===== src/core/sfsp_map.vh =====
// Purpose: Constants for the serial flash SPI front end
// Assumes: Included by every sfsp design file
// Notes:   Opcode values are arbitrary house codes
`ifndef SFSP_MAP_VH
`define SFSP_MAP_VH

`define SFSP_ADDR_W      19
`define SFSP_ADDR_MAX    19'h7ffff
`define SFSP_PAGE_BYTES  9'h100
`define SFSP_BLK_LSB     16
`define SFSP_SEC_LSB     12
`define SFSP_NUM_BLKS    4'h8

`define SFSP_OP_SET_WRITE_ENABLE_CMD     8'h06
`define SFSP_OP_WRDI     8'h04
`define SFSP_OP_RDSR     8'h05
`define SFSP_OP_STATUS_WRITE_CMD     8'h01
`define SFSP_OP_READ     8'h03
`define SFSP_OP_FAST     8'h0b
`define SFSP_OP_DUAL     8'h3b
`define SFSP_OP_PROG     8'h02
`define SFSP_OP_SEC_ER   8'hd7
`define SFSP_OP_BLK_ER   8'hd8
`define SFSP_OP_FULL_ERASE_CMD  8'hc7

`define SFSP_SR_BUSY     0
`define SFSP_SR_WEL      1
`define SFSP_SR_BP_LSB   2
`define SFSP_SR_BP_MSB   4
`define SFSP_SR_LOCK     7
`define SFSP_SR_RST      8'h00

`define SFSP_BITS_OPC    6'h08
`define SFSP_BITS_STATUS_WRITE_CMD   6'h10
`define SFSP_BITS_ADR    6'h20
`define SFSP_BITS_SAT    6'h3f

`define SFSP_ER_SEC      2'h1
`define SFSP_ER_BLK      2'h2
`define SFSP_ER_CHIP     2'h3

`endif


===== src/core/sfsp_front.v =====
// Purpose: SPI slave front end of a 4 Mbit serial flash
// Assumes: sck below a tenth of sys_clk
// Notes:   Array read data must arrive one cycle after rd_req_o
`include "sfsp_map.vh"
// Summary of operation
// - Chip select low wakes the front end for a transaction.
// - Chip select high deselects and reports standby.
// - Data input is ignored while deselected.
// - Data outputs float while deselected.
// - Write-protect low: protect bits decide which area is read-only.
// - Write-protect high: no program or sector/block erase protection; chip erase still needs protect bits zero.
// - Pause input freezes the transaction without losing received bits.
// - Only modes 0 and 3; master idles clock low or high.
// - Incoming bits are sampled on rising clock edges.
// - Outgoing bits change on falling clock edges.
// - Dual fast read drives two bits per clock on both lines.
// - Page program writes one to 256 bytes.
// - Array splits into 4 KByte sectors and 64 KByte blocks.
// - Eight blocks, 512K byte locations.
// - Protect bits make part or all of array read-only.
// - Erase by sector, block or whole chip.
// - Write-enable latch set by command, cleared when write completes.
// - Status: busy bit 0, latch bit 1, protect bits 2-4, lock bit 7.
// - Lock set with write-protect low ignores status writes.
// - Chip erase runs only when all protect bits are zero.
module sfsp_front (
    input  wire        sys_clk_i,
    input  wire        rst_n_i,
    input  wire        spi_sck_i,
    input  wire        spi_cs_n_i,
    input  wire        spi_hold_n_i,
    input  wire        spi_wp_n_i,
    input  wire        bidir_data_line_i,
    output reg         bidir_data_line_o,
    output wire        bidir_data_line_oe_n_o,
    output reg         spi_so_o,
    output wire        spi_so_oe_n_o,
    output wire        standby_o,
    output wire [7:0]  status_o,
    output reg         rd_req_o,
    output reg  [18:0] rd_addr_o,
    input  wire [7:0]  rd_data_i,
    output reg         prog_strobe_o,
    output reg  [18:0] prog_addr_o,
    output reg  [7:0]  prog_data_o,
    output reg         prog_go_o,
    output reg         erase_go_o,
    output reg  [1:0]  erase_kind_o,
    output reg  [18:0] erase_addr_o,
    output reg         prot_err_o,
    input  wire        array_busy_i
);
    localparam ST_OPC  = 6'b000001;
    localparam ST_ADR  = 6'b000010;
    localparam ST_DUM  = 6'b000100;
    localparam ST_RX   = 6'b001000;
    localparam ST_TX   = 6'b010000;
    localparam ST_SKIP = 6'b100000;

    wire        sck_s;
    wire        cs_n_s;
    wire        hold_n_s;
    wire        wp_n_s;
    wire        din_s;

    reg         sck_p_q;
    reg         cs_p_q;
    reg         busy_p_q;
    reg  [5:0]  st_q;
    reg  [7:0]  cmd_q;
    reg  [7:0]  sh_q;
    reg  [2:0]  bcnt_q;
    reg  [5:0]  tot_q;
    reg  [23:0] addr_q;
    reg  [18:0] raddr_q;
    reg  [8:0]  nb_q;
    reg         pp_ok_q;
    reg  [7:0]  wsr_q;
    reg         wel_q;
    reg  [2:0]  bp_q;
    reg         lock_q;
    reg  [7:0]  nbyte_q;
    reg  [7:0]  tsh_q;
    reg  [2:0]  ocnt_q;
    reg         rd_vld_q;
    reg         drv_q;

    wire        act      = ~cs_n_s & hold_n_s;
    wire        rise     = act & sck_s & ~sck_p_q;
    wire        fall     = act & ~sck_s & sck_p_q;
    wire        cs_rise  = cs_n_s & ~cs_p_q;
    wire        busy     = array_busy_i;
    wire        is_dual  = (cmd_q == `SFSP_OP_DUAL);
    wire        is_rdsr  = (cmd_q == `SFSP_OP_RDSR);
    wire [7:0]  byte_in  = {sh_q[6:0], din_s};
    wire        byte_end = (bcnt_q == 3'h7);
    wire [2:0]  olast    = is_dual ? 3'h3 : 3'h7;
    wire [23:0] addr_in  = {addr_q[22:0], din_s};
    wire        wsr_ok   = wel_q & ~busy & ~(lock_q & ~wp_n_s);

    assign status_o = {lock_q, 2'b00, bp_q, wel_q, busy};
    assign standby_o = cs_n_s;
    // Float unless selected, running and reading
    assign spi_so_oe_n_o = ~(act & drv_q);
    assign bidir_data_line_oe_n_o = ~(act & drv_q & is_dual);

    sfsp_sync #(.RST_VAL(1'b0)) u_sck (
        .sys_clk_i (sys_clk_i),
        .rst_n_i   (rst_n_i),
        .din_i     (spi_sck_i),
        .q_o       (sck_s)
    );
    sfsp_sync #(.RST_VAL(1'b1)) u_cs (
        .sys_clk_i (sys_clk_i),
        .rst_n_i   (rst_n_i),
        .din_i     (spi_cs_n_i),
        .q_o       (cs_n_s)
    );
    sfsp_sync #(.RST_VAL(1'b1)) u_hold (
        .sys_clk_i (sys_clk_i),
        .rst_n_i   (rst_n_i),
        .din_i     (spi_hold_n_i),
        .q_o       (hold_n_s)
    );
    sfsp_sync #(.RST_VAL(1'b1)) u_wp (
        .sys_clk_i (sys_clk_i),
        .rst_n_i   (rst_n_i),
        .din_i     (spi_wp_n_i),
        .q_o       (wp_n_s)
    );
    sfsp_sync #(.RST_VAL(1'b0)) u_din (
        .sys_clk_i (sys_clk_i),
        .rst_n_i   (rst_n_i),
        .din_i     (bidir_data_line_i),
        .q_o       (din_s)
    );

    // Top blocks protected; area doubles per code step from 1 to 4, codes 4 to 7 protect all
    function prot_f;
        input [18:0] a;
        input [2:0]  bp;
        input        wpn;
        reg   [3:0]  first;
        begin
            first = 4'h0;
            if (bp == 3'h0 || bp == 3'h7 || bp >= 3'h4) begin
                first = (bp == 3'h0) ? `SFSP_NUM_BLKS : 4'h0;
            end else begin
                first = `SFSP_NUM_BLKS - (4'h1 << (bp - 3'h1));
            end
            // Block index from top address bits
            prot_f = wpn ? 1'b0 : ({1'b0, a[18:`SFSP_BLK_LSB]} >= first);
        end
    endfunction

    always @(posedge sys_clk_i or negedge rst_n_i) begin
        if (!rst_n_i) begin
            sck_p_q  <= 1'b0;
            cs_p_q   <= 1'b1;
            busy_p_q <= 1'b0;
        end else begin
            // Edges during a pause are lost, state kept
            sck_p_q  <= sck_s;
            cs_p_q   <= cs_n_s;
            busy_p_q <= busy;
        end
    end

    always @(posedge sys_clk_i or negedge rst_n_i) begin
        if (!rst_n_i) begin
            st_q          <= ST_OPC;
            cmd_q         <= 8'h00;
            sh_q          <= 8'h00;
            bcnt_q        <= 3'h0;
            tot_q         <= 6'h00;
            addr_q        <= 24'h000000;
            raddr_q       <= 19'h00000;
            nb_q          <= 9'h000;
            pp_ok_q       <= 1'b0;
            wsr_q         <= 8'h00;
            rd_req_o      <= 1'b0;
            rd_addr_o     <= 19'h00000;
            prog_strobe_o <= 1'b0;
            prog_addr_o   <= 19'h00000;
            prog_data_o   <= 8'h00;
        end else begin
            rd_req_o      <= 1'b0;
            prog_strobe_o <= 1'b0;
            if (cs_n_s) begin
                // Deselected: pin data never enters the shifter
                st_q   <= ST_OPC;
                bcnt_q <= 3'h0;
                tot_q  <= 6'h00;
                nb_q   <= 9'h000;
            end else if (rise) begin
                sh_q   <= byte_in;
                bcnt_q <= bcnt_q + 3'h1;
                if (tot_q != `SFSP_BITS_SAT) begin
                    tot_q <= tot_q + 6'h01;
                end
                case (st_q)
                    ST_OPC: begin
                        if (byte_end) begin
                            cmd_q <= byte_in;
                            case (byte_in)
                                `SFSP_OP_READ, `SFSP_OP_FAST, `SFSP_OP_DUAL,
                                `SFSP_OP_PROG, `SFSP_OP_SEC_ER, `SFSP_OP_BLK_ER: begin
                                    st_q <= ST_ADR;
                                end
                                `SFSP_OP_STATUS_WRITE_CMD: begin
                                    st_q <= ST_RX;
                                end
                                `SFSP_OP_RDSR: begin
                                    st_q <= ST_TX;
                                end
                                default: begin
                                    st_q <= ST_SKIP;
                                end
                            endcase
                        end
                    end
                    ST_ADR: begin
                        addr_q <= addr_in;
                        if (tot_q == `SFSP_BITS_ADR - 6'h01) begin
                            raddr_q <= addr_in[18:0];
                            pp_ok_q <= wel_q & ~busy & ~prot_f(addr_in[18:0], bp_q, wp_n_s);
                            case (cmd_q)
                                `SFSP_OP_READ: begin
                                    st_q      <= ST_TX;
                                    rd_req_o  <= 1'b1;
                                    rd_addr_o <= addr_in[18:0];
                                    raddr_q   <= addr_in[18:0] + 19'h00001;
                                end
                                `SFSP_OP_FAST, `SFSP_OP_DUAL: begin
                                    st_q      <= ST_DUM;
                                    rd_req_o  <= 1'b1;
                                    rd_addr_o <= addr_in[18:0];
                                    raddr_q   <= addr_in[18:0] + 19'h00001;
                                end
                                `SFSP_OP_PROG: begin
                                    st_q <= ST_RX;
                                end
                                default: begin
                                    st_q <= ST_SKIP;
                                end
                            endcase
                        end
                    end
                    ST_DUM: begin
                        if (byte_end) begin
                            st_q <= ST_TX;
                        end
                    end
                    ST_RX: begin
                        if (byte_end) begin
                            if (cmd_q == `SFSP_OP_STATUS_WRITE_CMD) begin
                                wsr_q <= byte_in;
                                st_q  <= ST_SKIP;
                            end else if (nb_q != `SFSP_PAGE_BYTES) begin
                                // Bytes past a full page are dropped
                                nb_q <= nb_q + 9'h001;
                                if (pp_ok_q) begin
                                    prog_strobe_o <= 1'b1;
                                    prog_data_o   <= byte_in;
                                    // Column wraps inside the page
                                    prog_addr_o   <= {raddr_q[18:8], raddr_q[7:0] + nb_q[7:0]};
                                end
                            end
                        end
                    end
                    ST_TX: begin
                    end
                    ST_SKIP: begin
                    end
                    default: begin
                        st_q <= ST_SKIP;
                    end
                endcase
            end else if (fall && st_q == ST_TX && ocnt_q == 3'h0 && !is_rdsr) begin
                // Prefetch while this byte shifts out
                rd_req_o  <= 1'b1;
                rd_addr_o <= raddr_q;
                raddr_q   <= raddr_q + 19'h00001;
            end
        end
    end

    always @(posedge sys_clk_i or negedge rst_n_i) begin
        if (!rst_n_i) begin
            rd_vld_q          <= 1'b0;
            nbyte_q           <= 8'h00;
            tsh_q             <= 8'h00;
            ocnt_q            <= 3'h0;
            drv_q             <= 1'b0;
            spi_so_o          <= 1'b0;
            bidir_data_line_o <= 1'b0;
        end else begin
            rd_vld_q <= rd_req_o;
            if (is_rdsr) begin
                nbyte_q <= status_o;
            end else if (rd_vld_q) begin
                nbyte_q <= rd_data_i;
            end
            if (cs_n_s) begin
                ocnt_q <= 3'h0;
                drv_q  <= 1'b0;
            end else if (fall && st_q == ST_TX) begin
                drv_q  <= 1'b1;
                ocnt_q <= (ocnt_q == olast) ? 3'h0 : ocnt_q + 3'h1;
                if (ocnt_q == 3'h0) begin
                    spi_so_o          <= nbyte_q[7];
                    bidir_data_line_o <= nbyte_q[6];
                    tsh_q             <= is_dual ? {nbyte_q[5:0], 2'b00} : {nbyte_q[6:0], 1'b0};
                end else begin
                    spi_so_o          <= tsh_q[7];
                    bidir_data_line_o <= tsh_q[6];
                    // Dual: two bits per fall
                    tsh_q <= is_dual ? {tsh_q[5:0], 2'b00} : {tsh_q[6:0], 1'b0};
                end
            end
        end
    end

    always @(posedge sys_clk_i or negedge rst_n_i) begin
        if (!rst_n_i) begin
            wel_q        <= |(`SFSP_SR_RST & (8'h01 << `SFSP_SR_WEL));
            bp_q         <= 3'h0;
            lock_q       <= 1'b0;
            prog_go_o    <= 1'b0;
            erase_go_o   <= 1'b0;
            erase_kind_o <= 2'h0;
            erase_addr_o <= 19'h00000;
            prot_err_o   <= 1'b0;
        end else begin
            prog_go_o  <= 1'b0;
            erase_go_o <= 1'b0;
            prot_err_o <= 1'b0;
            if (busy_p_q && !busy) begin
                wel_q <= 1'b0;
            end
            if (cs_rise && !busy) begin
                case (cmd_q)
                    `SFSP_OP_SET_WRITE_ENABLE_CMD: begin
                        if (tot_q == `SFSP_BITS_OPC) begin
                            wel_q <= 1'b1;
                        end
                    end
                    `SFSP_OP_WRDI: begin
                        if (tot_q == `SFSP_BITS_OPC) begin
                            wel_q <= 1'b0;
                        end
                    end
                    `SFSP_OP_STATUS_WRITE_CMD: begin
                        if (tot_q == `SFSP_BITS_STATUS_WRITE_CMD && wsr_ok) begin
                            lock_q <= wsr_q[`SFSP_SR_LOCK];
                            bp_q   <= wsr_q[`SFSP_SR_BP_MSB:`SFSP_SR_BP_LSB];
                            wel_q  <= 1'b0;
                        end
                    end
                    `SFSP_OP_PROG: begin
                        if (nb_q != 9'h000 && bcnt_q == 3'h0 && wel_q) begin
                            prog_go_o  <= pp_ok_q;
                            prot_err_o <= ~pp_ok_q;
                        end
                    end
                    `SFSP_OP_SEC_ER, `SFSP_OP_BLK_ER: begin
                        if (tot_q == `SFSP_BITS_ADR && wel_q) begin
                            if (prot_f(addr_q[18:0], bp_q, wp_n_s)) begin
                                prot_err_o <= 1'b1;
                            end else begin
                                erase_go_o <= 1'b1;
                                if (cmd_q == `SFSP_OP_SEC_ER) begin
                                    erase_kind_o <= `SFSP_ER_SEC;
                                    erase_addr_o <= {addr_q[18:`SFSP_SEC_LSB], 12'h000};
                                end else begin
                                    erase_kind_o <= `SFSP_ER_BLK;
                                    erase_addr_o <= {addr_q[18:`SFSP_BLK_LSB], 16'h0000};
                                end
                            end
                        end
                    end
                    `SFSP_OP_FULL_ERASE_CMD: begin
                        if (tot_q == `SFSP_BITS_OPC && wel_q) begin
                            if (bp_q == 3'h0) begin
                                erase_go_o   <= 1'b1;
                                erase_kind_o <= `SFSP_ER_CHIP;
                                erase_addr_o <= 19'h00000;
                            end else begin
                                prot_err_o <= 1'b1;
                            end
                        end
                    end
                    default: begin
                    end
                endcase
            end
        end
    end
endmodule


===== src/core/sfsp_sync.v =====
// Purpose: Three-flop synchroniser for one pin input
// Assumes: Input is asynchronous to sys_clk_i
// Notes:   Output moves only when stages two and three agree
`include "sfsp_map.vh"
module sfsp_sync #(
    parameter RST_VAL = 1'b0
) (
    input  wire sys_clk_i,
    input  wire rst_n_i,
    input  wire din_i,
    output reg  q_o
);
    reg s1_q;
    reg s2_q;
    reg s3_q;

    always @(posedge sys_clk_i or negedge rst_n_i) begin
        if (!rst_n_i) begin
            s1_q <= RST_VAL;
            s2_q <= RST_VAL;
            s3_q <= RST_VAL;
            q_o  <= RST_VAL;
        end else begin
            s1_q <= din_i;
            s2_q <= s1_q;
            s3_q <= s2_q;
            if (s2_q == s3_q) begin
                q_o <= s3_q;
            end
        end
    end
endmodule

===== config.mk =====
export PLATFORM = sky130hd
export DESIGN_NAME = sfsp_front
export DESIGN_NICKNAME = d
export VERILOG_FILES = /design/src/core/sfsp_front.v /design/src/core/sfsp_sync.v
export VERILOG_INCLUDE_DIRS = /design/src /design/src/core
export SDC_FILE = /design/constraint.sdc
export NUM_CORES = 1
export LEC_CHECK = 0
export BUFFER_PORTS_ARGS = -buffer_cell sky130_fd_sc_hd__buf_2
export CAP_MARGIN = 10
export CORE_UTILIZATION = 58
export CTS_CLUSTER_SIZE = 28
export DETAILED_ROUTE_END_ITERATION = 7
export PLACE_DENSITY = 0.79
export SLEW_MARGIN = 30
export SYNTH_ARGS = -nofsm -noshare
export SYNTH_HDL_FRONTEND = slang
export SYNTH_SLANG_ARGS = --single-unit

===== constraint.sdc =====
create_clock -name sys_clk_i -period 8.6 [get_ports sys_clk_i]
set_clock_uncertainty 0.2 [all_clocks]
set_input_delay 0.86 -clock sys_clk_i [delete_from_list [all_inputs] [get_ports sys_clk_i]]
set_output_delay 0.86 -clock sys_clk_i [all_outputs]
set_load 0.02 [all_outputs]

==> After elaboration in Yosys (flattened, before gate mapping) <==
Cells that the tools add are included.
{ "classes": {"addsub": 9, "multipliers": 0, "n_div": 0, "n_lt_le_gt_ge": 3, "n_eq_ne": 53, "n_shift": 1, "mux": 102, "bitwise_logic": 24, "n_reduce_logical": 46} }
{ "op_table": {"columns": ["operator", "n"], "rows": [
  ["$mux 19", 14],
  ["$mux 6", 10],
  ["$mux 9", 6],
  ["$eq 8x8->1 const B", 5],
  ["$mux 8", 5],
  ["$add 19x1->19 const B", 2],
  ["$mux 1", 38],
  ["$pmux 19 s2", 1],
  ["$mux 4", 9],
  ["$pmux 6 s3", 2],
  ["$eq 8x2->1 const B", 4],
  ["$eq 8x3->1 const B", 4],
  ["$pmux 6 s5", 1],
  ["$eq 6x5->1 const B", 3],
  ["$mux 3", 6],
  ["$reduce_bool 2->1", 9],
  ["$eq 8x1->1 const B", 2],
  ["$eq 8x4->1 const B", 2],
  ["$eq 8x6->1 const B", 2],
  ["$mux 16", 1],
  ["$ne 3x2->1 const B", 5],
  ["$reduce_and 5->1", 3],
  ["$reduce_and 7->1", 2],
  ["$and 1x1->1", 12],
  ["other kinds (38)", 90]
]} }
{ "totals": {"reg_bits": 209, "latch_bits": 0, "ramBits": 0, "rom_bits": 0, "in_bits": 16, "out_inout_bits": 85, "elab_cells": 291, "n_memories": 0} }

==> Logic depth before layout (Yosys ltp) <==
{ "logic_depth": {"ltp_word": 13, "depth_mapped": 13, "mapped_depth_nobuf": 12} }

==> By module <==
From an unflattened synthesis, not the netlist that was laid out.
{ "unflattened": {"cells_unflattened": 1004, "hier_area_um2": 9811.9} }
{ "modules_own_cells": {"columns": ["mod", "instances", "cells_per_inst", "area_each_um2", "seq_area_each_um2"], "rows": [
  ["sfsp_front", 1, 979, 9240.1, 4306.6],
  ["sfsp_sync (u_cs ...)", 3, 5, 116.4, 105.1],
  ["sfsp_sync (u_din ...)", 2, 5, 111.4, 100.1]
]} }

==> Worst setup path before layout <==
Ideal clock, no wire load.
{ "synth_path": {"path_kind": "register to register", "startpoint": "register bp_q[0]", "endpoint": "register erase_addr_o[15]", "setup_time_ns": 0.125, "arrival_time_ns": 2.953, "required_ns": 8.275, "slack_ns": 5.322, "stages_incl_launch_ff": 13, "n_path_buf": 1, "period_less_slack_ns": 3.278, "cell_sequence": "dfrtp_1 -> clkbuf_1 -> inv_1 -> nor3_1 -> inv_1 -> ha_1 -> o211ai_1 -> ha_1 -> a21o_1 -> a21oi_1 -> o21ai_0 -> a21oi_2 -> mux2_2"} }
{ "synth_between": {"elab_chain_len": 11, "word_cells_on_any_way": 18, "classes_between": "add/sub: 2; order compare: 2; eq/ne: 3; shift: 1; mux: 6; reduce/logical: 4"} }
{ "synth_lines": {"columns": ["element", "line", "text"], "rows": [
  ["start: declaration", "sfsp_front.v:80", "reg [2:0] bp_q;"],
  ["start signal: assignment", "sfsp_front.v:356", "bp_q <= wsr_q[`SFSP_SR_BP_MSB:`SFSP_SR_BP_LSB];"],
  ["$sub 3x1->3, or another cell as far along", "sfsp_front.v:149", "first = `SFSP_NUM_BLKS - (4'h1 << (bp - 3'h1));"],
  ["$shl 1x3->4 or $logic_or 1x1->1 (tied branches)", "sfsp_front.v:149, sfsp_front.v:146", null],
  ["$sub 4x4->4 (no line) or $logic_or 1x1->1 (tied branches)", null, null],
  ["$mux 4", "sfsp_front.v:146", "if (bp == 3'h0 || bp == 3'h7 || bp >= 3'h4) begin"],
  ["$mux 4", "sfsp_front.v:367", "if (tot_q == `SFSP_BITS_ADR && wel_q) begin"],
  ["$mux 4", "sfsp_front.v:342", "case (cmd_q)"],
  ["$mux 4", "sfsp_front.v:341", "if (cs_rise && !busy) begin"],
  ["$ge 3x4->1", "sfsp_front.v:152", "prot_f = wpn ? 1'b0 : ({1'b0, a[18:`SFSP_BLK_LSB]} >= first);"],
  ["$mux 1", "sfsp_front.v:152", null],
  ["$ne 2x2->1 (no line)", null, null],
  ["$reduce_and 6->1 (no line) *", null, null],
  ["end signal: assignment", "sfsp_front.v:374", "erase_addr_o <= {addr_q[18:`SFSP_SEC_LSB], 12'h000};"],
  ["end signal: assignment", "sfsp_front.v:377", "erase_addr_o <= {addr_q[18:`SFSP_BLK_LSB], 16'h0000};"],
  ["end: declaration", "sfsp_front.v:49", "output reg [18:0] erase_addr_o,"]
]} }
Mark *: on every way between the ends. The rest lies on a longest branch, timed or not. The select of a mux whose other input is x is not followed.
A chain may end at the register's enable or synchronous reset.

==> Worst setup path in the final report <==
Ends and elaborated chain as after synthesis.

==> metrics <==
status=completed; Core Rows=47; drt initial violations=slightly below 700; yosys warns=0; Clock Tree Root=clkbuf_16; largest net degree at the start of global routing=about 130; RSZ-0062 raised after global routing=false; routed len/inst=~17 um; Req. time, crit path=8720 ps; Seq/Total Area, Yosys=~50%; cts hold-fix bufs=0; Placed Cells=between 1000 and 1500; Worst R2R Setup Slack=roughly 5000 ps; share of layout cells above drive strength 1=between 10% and 20%; Avg Cell Area, Syn=9.69 um^2; Post-synth top flop=dfrtp_1; initial core utilization=59.2%; mapped cell area=between 9000 and 10000 um^2; CTS tree=built; Reg2Reg Launch Point=bp_q[0]; CP Class=reg2reg; Post-CTS Resized=0; first-pass GRT wire length=~37000 um; Port-buffer cells=86; diodes inserted=0; maximum clock path buffer count=2; Post-synth EDFFs=0; Min-Delay Endpoint=u_sck.s2_q; worst r2r dst=erase_addr_o[15]; clock sinks=192; GRT Residual Overflow=0; count of mapped cells out of synthesis=around 1000; number of global-route vias before repair=between 7000 and 8000; Worst Hold Launch=u_sck.s1_q; LEAKAGE=about 5 nW; worst slew pin tran=roughly 800 ps; full die area=around 17000 um^2; gr usage total=between 20% and 30%; capturing element type of the critical path=flop; RD Place Congestion=approximately 0.90; worst vdd ir=158 uV; Worst Hold Path Cells=0; Post-CTS Setup Bufs=0; Die Wd=132 um; final wirelength=roughly 23000 um; Seq cells post-synth=between 150 and 200; clock slew at reported path FFs=about 70 ps; total CTS buffers=17; CP arrival=roughly 3700 ps; antenna violations before repair=0; worst-case reg-to-reg path depth=11; Final Non-Filler Cells=between 1000 and 1500; # DRC=0; Clock Latency Late Sink=roughly 440 ps; worst min path class=reg2reg; Max-Cap Viols=0; Fin Hold WS=between 100 and 150 ps; fin nets=roughly 1100; Fin. Hold Viols=0; I/O pin count=roughly 100; period utilization=around two fifths; drt pass-1 iters=5; post-synthesis async set-or-reset flop share=100%; Vias/cell=around 5.9; HPWL after detailed placement=15300 um; vias=between 7000 and 8000; min cycle time layout=between 3000 and 4000 ps; Fmax=between 200 and 300 MHz; final slew viol count=0; Routed Antenna Nets=0; Pwr Density=between 150 and 200 nW/um^2; CP startpoint kind=flop; Setup violations, final=0; Post-Route Setup TNS=0 ps; H-tree depth=4; max_slew headroom=47.2%; Core Area=16600 um^2; Yosys cell types=73; Area Growth Syn to Fin=11.7%; height of the chip=roughly 130 um; critical-path maximum fanout=9
synth_stat cells, types with 4 or more instances:
cell type / n / area (um^2)
a21oi_1: 60 / 300
and3_1: 12 / 75.1
nand4_1: 16 / 100
nand2b_1: 8 / 50.1
ha_1: 25 / 313
or2_2: 5 / 31.3
o211ai_1: 5 / 37.5
or3_1: 8 / 50.1
o31ai_1: 7 / 52.6
nand3b_1: 7 / 52.6
o21ai_0: 59 / 295
nand4b_1: 4 / 35.0
dfrtp_1: 178 / 4450
inv_1: 34 / 128
maj3_1: 5 / 50.1
nor3_1: 18 / 90.1
a21o_1: 4 / 30.0
mux2i_1: 32 / 320
xnor2_1: 21 / 184
a21boi_0: 6 / 45.0
buf_2: 11 / 55.1
nor2b_1: 9 / 56.3
nor4b_1: 4 / 35.0
and2_1: 5 / 31.3
buf_4: 18 / 135
o2111ai_1: 5 / 43.8
xor2_1: 19 / 166
dfstp_2: 14 / 368
clkbuf_1: 41 / 154
o22ai_1: 9 / 56.3
nand2_1: 155 / 582
nor2_1: 76 / 285
mux2_2: 40 / 450
nor4_1: 6 / 37.5
nand3_1: 29 / 145
a31oi_1: 8 / 50.1
registers in the layout, summed over array words and instances (netlist names), 4 cells and up:
signal,cells
addr_q,19
cmd_q,8
erase_addr_o,7
nb_q,9
nbyte_q,8
prog_addr_o,19
prog_data_o,8
raddr_q,19
rd_addr_o,19
sh_q,7
st_q,6
tot_q,6
tsh_q,7
wsr_q,4
critical path: stages, from the launching register on:
cell and delay, ps:
dfrtp_1 490, inv_1 100, nor3_1 320, inv_1 80
ha_1 280, o211ai_1 110, ha_1 300, a21o_1 170
a21oi_1 280, o21ai_0 230, a21oi_2 500, mux2_2 400
layer usage:
layer | track usage, % | wire length (um) | vias to the layer above
met4 | 11.6 | 644 | 0
met1 | 36.3 | 9880 | 3754
li1 | - | - | 3615
met5 | 0 | 0 | -
met3 | 4.27 | 1140 | 49
met2 | 43.7 | 10900 | 249
per-stage QoR:
step                instance area [um^2]  total power, W  worst slack [ps]  util, %
floorplan                           9870         0.00103              5320        -
global placement                   10300         0.00107              4800     62.4
detailed placement                 10400         0.00107              4700     62.4
CTS                                10900         0.00186              4690     66.0
global route                       11000         0.00190              4720     66.1
finish                             11000         0.00185              5010     66.1
layout make-up:
class	instances	area, um^2
well taps	220	275
clock buffers	24	482
fillers	1307	5620
flip-flops and latches	192	4820
clock inverters	8	103
repair buffers	100	566
inverters	34	128
multi-input cells	726	4590
logic make-up after synthesis:
group / count (synthesis) / synth area share [%]
AOI/OAI and AO/OA: 193 / 12.0
xor gates and xnor gates: 40 / 3.57
adders and majority gates: 31 / 3.90
buffers and inverters: 109 / 5.16
DFF: 192 / 49.1
muxes: 72 / 7.85
other: 1 / 0.0382
and+or+nand+nor: 376 / 18.4
report_power, final:
group          internal, W  leakage (nW)  switching [W]
combinational    0.0000312          2.32      0.0000562
sequential        0.000925          2.53      0.0000419
clock             0.000453         0.281       0.000343
total              0.00141          5.13       0.000441
worst max path at each step:
stage / startpoint / endpoint / slack [ps] / cells after the start
global route: bp_q[0] / erase_addr_o[15] / 4720 / 11
floorplan: bp_q[0] / erase_addr_o[15] / 5320 / 12
detailed placement: u_cs.q_o / rd_addr_o[13] / 4700 / 8
finish: bp_q[0] / erase_addr_o[15] / 5010 / 11
global placement: u_cs.q_o / rd_addr_o[0] / 4800 / 8
CTS: u_cs.q_o / rd_addr_o[5] / 4690 / 8
placed cells by master (no fill, tap or decap), types with 7 or more instances in the layout:
| master | n |
|---|---|
| o21ai_0 | 59 |
| o31ai_1 | 7 |
| o22ai_1 | 9 |
| clkbuf_16 | 18 |
| buf_4 | 12 |
| ha_1 | 25 |
| mux2i_1 | 32 |
| nand3b_1 | 7 |
| dfstp_2 | 14 |
| nand2b_1 | 8 |
| dfrtp_1 | 178 |
| nor2_1 | 74 |
| xnor2_1 | 21 |
| nor2b_1 | 9 |
| conb_1 | 14 |
| nor3_1 | 18 |
| or3_1 | 8 |
| xor2_1 | 19 |
| buf_2 | 85 |
| nand3_1 | 29 |
| inv_1 | 34 |
| and3_1 | 12 |
| a31oi_1 | 8 |
| nand4_1 | 16 |
| a21oi_1 | 60 |
| mux2_2 | 40 |
| nand2_1 | 155 |
No activity file was read; power rests on OpenSTA's default activity.
